<file path="config.mk">
export PLATFORM = sky130hd
export DESIGN_NAME = timer_capture_compare_ctrl
export DESIGN_NICKNAME = d
export VERILOG_FILES = /design/src/timer_capture_compare_ctrl.v /design/src/timer_core.v
export VERILOG_INCLUDE_DIRS = /design/src
export SDC_FILE = /design/constraint.sdc
export NUM_CORES = 1
export LEC_CHECK = 0
export BUFFER_PORTS_ARGS = -buffer_cell sky130_fd_sc_hd__buf_4
export CAP_MARGIN = 20
export CELL_PAD_IN_SITES_DETAIL_PLACEMENT = 0
export CELL_PAD_IN_SITES_GLOBAL_PLACEMENT = 1
export CORE_MARGIN = 2
export CORE_UTILIZATION = 40
export DETAILED_ROUTE_END_ITERATION = 7
export PLACE_DENSITY = 0.82
export SYNTH_ARGS = -nofsm -noshare
export SYNTH_HDL_FRONTEND = slang
export SYNTH_HIERARCHICAL = 1
export SYNTH_SLANG_ARGS = --single-unit
</file>
<file path="constraint.sdc">
create_clock -name sys_clk -period 2.7 [get_ports sys_clk]
set_input_delay 0.54 -clock sys_clk [delete_from_list [all_inputs] [get_ports sys_clk]]
set_output_delay 0.54 -clock sys_clk [all_outputs]
set_load 0.005 [all_outputs]
</file>
<file path="src/timer_defines.vh">
// Register indices, field positions, reset values and mode codes of the
// dual capture/compare timer; included by both design files.
`ifndef TIMER_DEFINES_VH
`define TIMER_DEFINES_VH

// Word index of a register; byte address on APB is four times the index
`define IDX_W 12
`define TMR_REGION 8'hf0
`define IDX_COUNT 3'h0
`define IDX_RELOAD 3'h2
`define IDX_CAPTURE 3'h4
`define IDX_CTL0 3'h6
`define IDX_CTL1 3'h7
`define IDX_T0_CTL0 12'hf06
`define IDX_T1_CTL0 12'hf0e
`define IDX_IRQ_STAT 12'hf10
`define IDX_IRQ_MASK 12'hf11

// timer_control_zero fields
`define CTL0_MODE_TOP 7
`define CTL0_ISEL_HI 6
`define CTL0_ISEL_LO 5
`define CTL0_RSVD 4
`define CTL0_DB_HI 3
`define CTL0_DB_LO 1
`define CTL0_CAPFLAG 0

// timer_control_one fields
`define CTL1_EN 7
`define CTL1_POL 6
`define CTL1_PRES_HI 5
`define CTL1_PRES_LO 3
`define CTL1_MODE_HI 2
`define CTL1_MODE_LO 0

`define CTL_RST 8'h00
`define WORD_RST 16'h0000
`define COUNT_RESTART 16'h0001

// Four-bit mode codes {mode_top_bit, mode_low_field}
`define MODE_COMPARE 4'h3
`define MODE_CAPTURE 4'h4

`define SYS_CLK_HZ 10000000

`endif
</file>
<file path="src/timer_capture_compare_ctrl.v">
// Two capture/compare timers with an APB register slave and one interrupt.
// Assumes an APB master on sys_clk; timer input pins are asynchronous.
//
// Notes on behaviour
// - Interrupt raised on capture and reload events whose mask bit is set, unless the event field restricts it.
// - Elapsed time is (capture minus start) times prescale over clock rate.
// - Compare mode counts on the prescaled clock toward the 16-bit reload value.
// - On compare match raise interrupt and keep counting, no restart at one.
// - Each compare match inverts the output pin when its alternate function is on.
// - In compare mode the count wraps from all ones to zero and continues.
// - Control zero bit 7 is the top bit of the mode code.
// - Event field: 0x all events, 10 capture only, 11 reload or compare only.
// - Dead-band field delays active output edges by 0 or 2 to 128 cycles.
// - A control zero bit shows whether the last interrupt came from capture.
// - Control registers are 8-bit read/write and reset to zero.
//
// Implementation choice: the APB interface to the registers.
`timescale 1ns/1ps
`default_nettype none
`include "timer_defines.vh"

module timer_capture_compare_ctrl #(
	parameter NUM_TIMERS = 2
) (
	input wire sys_clk,
	input wire rstn,
	input wire psel,
	input wire penable,
	input wire pwrite,
	input wire [13:0] paddr,
	input wire [31:0] pwdata,
	output reg [31:0] prdata,
	output reg pready,
	output reg pslverr,
	output reg irq,
	input wire [NUM_TIMERS-1:0] tin_pin,
	input wire [NUM_TIMERS-1:0] tout_af_en,
	output wire [NUM_TIMERS-1:0] tout,
	output wire [NUM_TIMERS-1:0] tout_n
);

	reg [8*NUM_TIMERS-1:0] ctl0_q;
	reg [8*NUM_TIMERS-1:0] ctl1_q;
	reg [16*NUM_TIMERS-1:0] reload_q;
	reg [NUM_TIMERS-1:0] stat_q;
	reg [NUM_TIMERS-1:0] mask_q;

	wire [16*NUM_TIMERS-1:0] count_w;
	wire [16*NUM_TIMERS-1:0] capture_w;
	wire [NUM_TIMERS-1:0] cap_evt;
	wire [NUM_TIMERS-1:0] rel_evt;
	wire [NUM_TIMERS-1:0] cap_ok;
	wire [NUM_TIMERS-1:0] rel_ok;
	wire [NUM_TIMERS-1:0] irq_evt;
	wire [NUM_TIMERS-1:0] cnt_wr;
	wire [NUM_TIMERS-1:0] cap_wr;

	wire [`IDX_W-1:0] idx = paddr[13:2];
	wire tmr_hit = (idx[11:4] == `TMR_REGION);
	wire [2:0] ofs = idx[2:0];
	wire [2:0] tsel = {2'b00, idx[3]};
	wire xfer = psel & penable & pready;
	wire wr = xfer & pwrite;
	wire rd = xfer & ~pwrite;

	reg addr_ok;
	reg [31:0] rdata_d;

	// Address decode and read mux
	always @* begin
		addr_ok = 1'b0;
		rdata_d = 32'h0000_0000;
		if (idx == `IDX_IRQ_STAT) begin
			addr_ok = 1'b1;
			rdata_d[NUM_TIMERS-1:0] = stat_q;
		end else if (idx == `IDX_IRQ_MASK) begin
			addr_ok = 1'b1;
			rdata_d[NUM_TIMERS-1:0] = mask_q;
		end else if (tmr_hit && tsel < NUM_TIMERS) begin
			if (ofs == `IDX_COUNT) begin
				addr_ok = 1'b1;
				rdata_d[15:0] = count_w[tsel*16 +: 16];
			end else if (ofs == `IDX_RELOAD) begin
				addr_ok = 1'b1;
				rdata_d[15:0] = reload_q[tsel*16 +: 16];
			end else if (ofs == `IDX_CAPTURE) begin
				addr_ok = 1'b1;
				rdata_d[15:0] = capture_w[tsel*16 +: 16];
			end else if (ofs == `IDX_CTL0) begin
				addr_ok = 1'b1;
				rdata_d[7:0] = ctl0_q[tsel*8 +: 8];
			end else if (ofs == `IDX_CTL1) begin
				addr_ok = 1'b1;
				rdata_d[7:0] = ctl1_q[tsel*8 +: 8];
			end
		end
	end

	// APB handshake: one wait state, pready high in the second access cycle
	always @(posedge sys_clk) begin
		if (!rstn) begin
			pready <= 1'b0;
			prdata <= 32'h0000_0000;
			pslverr <= 1'b0;
		end else begin
			pready <= psel & penable & ~pready;
			if (psel & penable & ~pready) begin
				prdata <= pwrite ? 32'h0000_0000 : rdata_d;
				pslverr <= ~addr_ok;
			end else begin
				prdata <= 32'h0000_0000;
				pslverr <= 1'b0;
			end
		end
	end

	genvar g;
	generate
		for (g = 0; g < NUM_TIMERS; g = g + 1) begin : gen_tmr
			wire [7:0] c0 = ctl0_q[g*8 +: 8];
			wire [7:0] c1 = ctl1_q[g*8 +: 8];
			wire [1:0] irq_event_select = c0[`CTL0_ISEL_HI:`CTL0_ISEL_LO];
			wire [3:0] mode_low_field = {c0[`CTL0_MODE_TOP], c1[`CTL1_MODE_HI:`CTL1_MODE_LO]};
			wire hit_me = tmr_hit & (tsel == g);

			assign cap_ok[g] = ~irq_event_select[1] | ~irq_event_select[0];
			assign rel_ok[g] = ~irq_event_select[1] | irq_event_select[0];
			assign irq_evt[g] = (cap_evt[g] & cap_ok[g]) | (rel_evt[g] & rel_ok[g]);
			assign cnt_wr[g] = wr & hit_me & (ofs == `IDX_COUNT);
			assign cap_wr[g] = wr & hit_me & (ofs == `IDX_CAPTURE);

			timer_core u_core (
				.sys_clk(sys_clk),
				.rstn(rstn),
				.enable(c1[`CTL1_EN]),
				.mode(mode_low_field),
				.prescale(c1[`CTL1_PRES_HI:`CTL1_PRES_LO]),
				.polarity(c1[`CTL1_POL]),
				.deadband_delay_sel(c0[`CTL0_DB_HI:`CTL0_DB_LO]),
				.reload(reload_q[g*16 +: 16]),
				.out_af_en(tout_af_en[g]),
				.tin_pin(tin_pin[g]),
				.cnt_wr(cnt_wr[g]),
				.cap_wr(cap_wr[g]),
				.wdata(pwdata[15:0]),
				.count_q(count_w[g*16 +: 16]),
				.capture_q(capture_w[g*16 +: 16]),
				.cap_evt_q(cap_evt[g]),
				.rel_evt_q(rel_evt[g]),
				.tout_q(tout[g]),
				.tout_n_q(tout_n[g])
			);
		end
	endgenerate

	integer t;

	// Control, reload and interrupt registers
	always @(posedge sys_clk) begin
		if (!rstn) begin
			ctl0_q <= {NUM_TIMERS{`CTL_RST}};
			ctl1_q <= {NUM_TIMERS{`CTL_RST}};
			reload_q <= {NUM_TIMERS{`WORD_RST}};
			stat_q <= {NUM_TIMERS{1'b0}};
			mask_q <= {NUM_TIMERS{1'b0}};
			irq <= 1'b0;
		end else begin
			for (t = 0; t < NUM_TIMERS; t = t + 1) begin
				if (wr && tmr_hit && tsel == t) begin
					if (ofs == `IDX_CTL0)
						ctl0_q[t*8 +: 8] <= pwdata[7:0];
					else if (ofs == `IDX_CTL1)
						ctl1_q[t*8 +: 8] <= pwdata[7:0];
					else if (ofs == `IDX_RELOAD)
						reload_q[t*16 +: 16] <= pwdata[15:0];
				end
				// Hardware update of the cause flag wins over a software write
				if (cap_evt[t] && cap_ok[t])
					ctl0_q[t*8 + `CTL0_CAPFLAG] <= 1'b1;
				else if (rel_evt[t] && rel_ok[t])
					ctl0_q[t*8 + `CTL0_CAPFLAG] <= 1'b0;
			end
			// Status clears on read; a new event in the same cycle survives
			if (rd && idx == `IDX_IRQ_STAT)
				stat_q <= irq_evt;
			else
				stat_q <= stat_q | irq_evt;
			if (wr && idx == `IDX_IRQ_MASK)
				mask_q <= pwdata[NUM_TIMERS-1:0];
			if (rd && idx == `IDX_IRQ_STAT)
				irq <= |(irq_evt & mask_q);
			else
				irq <= |((stat_q | irq_evt) & mask_q);
		end
	end

endmodule
`default_nettype wire

</file>
<file path="src/timer_core.v">
// One 16-bit counter/timer: prescaler, reload/compare, capture, output
// toggling and dead-band. Register storage for control lives in the parent.
// Assumes tin_pin is asynchronous and all other inputs are on sys_clk.
`timescale 1ns/1ps
`default_nettype none
`include "timer_defines.vh"

module timer_core (
	input wire sys_clk,
	input wire rstn,
	input wire enable,
	input wire [3:0] mode,
	input wire [2:0] prescale,
	input wire polarity,
	input wire [2:0] deadband_delay_sel,
	input wire [15:0] reload,
	input wire out_af_en,
	input wire tin_pin,
	input wire cnt_wr,
	input wire cap_wr,
	input wire [15:0] wdata,
	output reg [15:0] count_q,
	output reg [15:0] capture_q,
	output reg cap_evt_q,
	output reg rel_evt_q,
	output reg tout_q,
	output reg tout_n_q
);

	reg [6:0] pre_q;
	reg tin_s1_q, tin_s2_q, tin_s3_q;
	reg level_q, level_d_q;
	reg [7:0] db_cnt_q;
	wire [6:0] pre_mask = (7'h01 << prescale) - 7'h01;
	wire tick = enable & ((pre_q & pre_mask) == pre_mask);
	wire is_cmp = (mode == `MODE_COMPARE);
	wire is_cap = (mode == `MODE_CAPTURE);
	wire match = (count_q == reload);
	wire cap_edge = (tin_s2_q != tin_s3_q) & (tin_s2_q == ~polarity);
	wire [7:0] db_need = (deadband_delay_sel == 3'h0) ? 8'h00 : (8'h01 << deadband_delay_sel);
	wire db_done = (db_cnt_q >= db_need);
	wire level_chg = (level_q != level_d_q);

	always @(posedge sys_clk) begin
		if (!rstn) begin
			pre_q <= 7'h00;
			tin_s1_q <= 1'b0;
			tin_s2_q <= 1'b0;
			tin_s3_q <= 1'b0;
			count_q <= `WORD_RST;
			capture_q <= `WORD_RST;
			cap_evt_q <= 1'b0;
			rel_evt_q <= 1'b0;
			level_q <= 1'b0;
			level_d_q <= 1'b0;
			db_cnt_q <= 8'h00;
			tout_q <= 1'b0;
			tout_n_q <= 1'b0;
		end else begin
			tin_s1_q <= tin_pin;
			tin_s2_q <= tin_s1_q;
			tin_s3_q <= tin_s2_q;
			cap_evt_q <= 1'b0;
			rel_evt_q <= 1'b0;
			if (enable)
				pre_q <= pre_q + 7'h01;
			else
				pre_q <= 7'h00;
			if (cnt_wr) begin
				count_q <= wdata;
			end else if (tick) begin
				if (match) begin
					rel_evt_q <= 1'b1;
					if (is_cmp)
						count_q <= count_q + 16'h0001;
					else
						count_q <= `COUNT_RESTART;
				end else begin
					count_q <= count_q + 16'h0001;
				end
			end
			// Capture edge wins over a simultaneous software preset
			if (enable && is_cap && cap_edge) begin
				capture_q <= count_q;
				cap_evt_q <= 1'b1;
			end else if (cap_wr) begin
				capture_q <= wdata;
			end
			if (!enable)
				level_q <= polarity;
			else if (tick && match && is_cmp && out_af_en)
				level_q <= ~level_q;
			level_d_q <= level_q;
			// Active-going edges of both outputs wait for the dead-band
			if (level_chg)
				db_cnt_q <= 8'h00;
			else if (!db_done)
				db_cnt_q <= db_cnt_q + 8'h01;
			tout_q <= level_q & db_done & (~level_chg | (db_need == 8'h00));
			tout_n_q <= ~level_q & db_done & (~level_chg | (db_need == 8'h00));
		end
	end

endmodule
`default_nettype wire

</file>
==> flow_summary.ini <==
[sta]
fin_crit_sh_pct = 94.3
worstMarginPinSlew_ns = 0.641
finalWorstSetupSlack_ns = 0.153
finalClockSkew_ns = 0.0114
fin_crit_ns = 2.55
slew_headroom_pct = 57.3
fmax_mhz = 393
slew_viol_final = 0
setup_tns_ns = 0
setup_viol = 0
hold_violations = 0

[setup_path]
r2r-end = gen_tmr[0].u_core/level_q$_SDFFE_PN0P_
cpMaxStageDelayCell = dfxtp_1
reg2reg_from = ctl1_q[5]$_SDFFE_PN0P_
cpMostUsedCell = nand2_1
critical_path.max_stage_delay_ns = 0.45
reg2regPathDepth = 9
critical_path_class = reg -> reg
path_delay_family = simple AND/OR/NAND/NOR gates
path_max_fanout = 8
crit_arrival_ns = 2.91
cp-end-kind = register
reg2reg_slack_ns = 0.15
worstPathCellList = nor2_1 -> nand2_1 -> ha_1 -> nor4bb_1 -> o21ai_0 -> o2111ai_1 -> nand2_1 -> or3_1 -> a311oi_1
start_kind = register
cp_data_required_time_ns = 3.06
critPathBufInv = 0

[logic_synthesis]
avgSynthCellArea_sq_um = 8.78
yosys.area.top_type = dfxtp_1
yosys-top-cells-area = dfxtp_1 (36%), mux2i_1 (7.0%), nand3_1 (3.8%), nor2_1 (3.7%), xnor2_1 (3.3%)
synthArstFlopShare_pct = 0
synth_seq_cells = 199
syn-cell-area_sq_mm = 0.0111
synth_ff_type = dfxtp_1
ys_seq_area_share_pct = 36.0
synth_top_area_share_pct = 36.0
syn_inst = 1261
synth-edff-count = 0
yosys_warnings = 6
synth_most_common_cell = dfxtp_1
synthTopCellsByCount = dfxtp_1 (199), nor2_1 (110), nand2_1 (88)
synth_cell_types = 99

[clocking]
ctsLongestPathBuffers = 2
numCtsBuffers = 17
clk_latency_ns = 0.45
root_buffer = clkbuf_16
clkSinkCount = 199
clk_pin_slew_ns = 0.08
htree_num_levels = 4
cts_hold_buf = 0
cts_tree = done

[routing]
viasPerCell = 5.69
drtAntennaViolNets = 0
first_pass_iters = 5
avgRoutedWirePerCell_microns = 18.9
drc_errors = 0
wl_microns = 32200
via_count = 9717
drtIter0Drc = 942

[floorplan]
ioPinCount = 94
dieArea_sq_mm = 0.0290
core_sq_mm = 0.0271
row_count = 60
initial_utilization_pct = 40.9
die-width_microns = 170
die_h_microns = 170

[place]
dpl.hpwl_microns = 23300
gp_congestion = 0.911
place_ws_ns = 0.114
post_dp_cell_area_sq_mm = 0.0120
numPortBuffers = 59

[cells_and_area]
nets = 1399
fillers = 2574
n_antenna_cell = 0
design_area_sq_mm = 0.0127
drive_above_1_share_pct = 18.1
syn2layout_area_growth_pct = 14.4

[grt]
grt_max_degree = 81
grt_overflow = 0
grt_util_all_layers_pct = 22.2
grt_pass1_vias = 9038
antenna_found_initial = 0
grt_pass1_wl_microns = 50100

[pwr]
powerDensity_mw_per_mm2 = 475
ir_drop_uv = 369
p_leak_nw = 4.75

[run]
drv_cap = 0

[worst_hold_path]
min_to = gen_tmr[0].u_core/tin_s1_q$_SDFF_PN0_
hold_path.class = in -> reg
hold_depth = 2
min_from = tin_pin[0]

[outcome]
run_status = completed
## cell families after synthesis
family | share of synthesized area [%]
fa+ha+maj | 2.49
buf+inv | 6.06
flops | 36.0
simple gates | 23.3
xor+xnor | 3.80
compound gates | 17.2
other cells | 0.0339
mux | 11.1
## cell type report
type | count | area (sq um) | area share, %
Multi-Input combinational cell | 953 | 6490 | 51.2
Sequential cell | 199 | 3980 | 31.4
Timing Repair Buffer | 130 | 1030 | 8.10
Tap cell | 372 | 465 | 3.67
Clock buffer | 18 | 439 | 3.47
Clock inverter | 14 | 186 | 1.47
Inverter | 21 | 78.8 | 0.622
## where the power goes
part | internal, mW | total, mW | switching (mW)
logic | 0.103 | 0.318 | 0.215
registers | 2.94 | 2.94 | 0.00238
clock network | 1.51 | 2.76 | 1.24
total | 4.56 | 6.01 | 1.46
## metrics by stage
stage / util [%] / total power [mW] / hold slack [ns] / cells
after floorplan: - / 3.19 / 0.412 / 1276
after global placement: 44.3 / 3.32 / 0.415 / 1674
final: 46.7 / 6.01 / 0.302 / 1707
after global routing: 46.7 / 6.19 / 0.305 / 1707
after CTS: 46.7 / 6.04 / 0.298 / 1706
after detailed placement: 44.3 / 3.32 / 0.420 / 1674
## worst max path at each step
stage	startpoint	endpoint	slack, ns	cells after the start
floorplan	paddr[6]	gen_tmr[1].u_core/count_q[2]$_SDFFE_PN0P_	0.03	10
global placement	paddr[6]	gen_tmr[0].u_core/count_q[7]$_SDFFE_PN0P_	0.13	9
detailed placement	paddr[6]	gen_tmr[0].u_core/count_q[7]$_SDFFE_PN0P_	0.11	9
CTS	ctl1_q[13]$_SDFFE_PN0P_	gen_tmr[1].u_core/count_q[10]$_SDFFE_PN0P_	0.13	9
global route	ctl1_q[5]$_SDFFE_PN0P_	gen_tmr[0].u_core/count_q[0]$_SDFFE_PN0P_	-0.005	11
finish	ctl1_q[5]$_SDFFE_PN0P_	gen_tmr[0].u_core/level_q$_SDFFE_PN0P_	0.15	9
## repair_timing
item,CTS,global route
setup buffers,0,1
setup endpoints to repair,0,11
gates resized for setup,0,1
## registers in the layout (all words and copies together) (netlist names), 14 cells and up
signal                    cells
reload_q                     32
gen_tmr.u_core/pre_q         14
prdata                       16
ctl0_q                       16
gen_tmr.u_core/capture_q     32
ctl1_q                       16
gen_tmr.u_core/db_cnt_q      16
gen_tmr.u_core/count_q       32
## metal layers
layer | track usage, % | wire [microns] | vias up
met4 | 6.58 | 793 | 0
li1 | - | - | 4715
met1 | 30.8 | 14800 | 4620
met3 | 3.35 | 2030 | 48
met2 | 35.6 | 14600 | 334
met5 | 0 | 0 | -
## worst reg2reg max path: cells and delay by family, from the launching register on
family	cells	cell delay, ns
compound gates	3	0.57
simple gates	5	1.17
fa+ha+maj	1	0.26
flops	1	0.45
## cells in the final DEF, fill, tap and decap left out, types with 6 or more instances in the layout
master,netlist,routed
a211oi_1,34,34
a21oi_1,48,47
a221oi_1,6,6
a22o_1,6,6
a22oi_1,10,10
a32oi_1,9,9
and2_1,15,15
and3_1,20,20
buf_4,20,126
clkbuf_16,0,17
conb_1,1,16
dfxtp_1,199,199
ha_1,22,22
inv_1,21,21
mux2_2,25,25
mux2i_1,77,77
mux4_2,8,8
nand2_1,88,88
nand3_1,85,85
nand3b_1,9,9
nand4_1,25,25
nor2_1,110,110
nor2b_1,18,18
nor3_1,14,12
o2111ai_1,13,13
o21ai_0,70,70
o21ai_1,26,26
o221ai_1,8,8
o31ai_1,7,7
or3_1,14,14
or4_1,8,8
xnor2_1,42,42
xor2_1,6,6
Power figures use the tool's default switching activity.
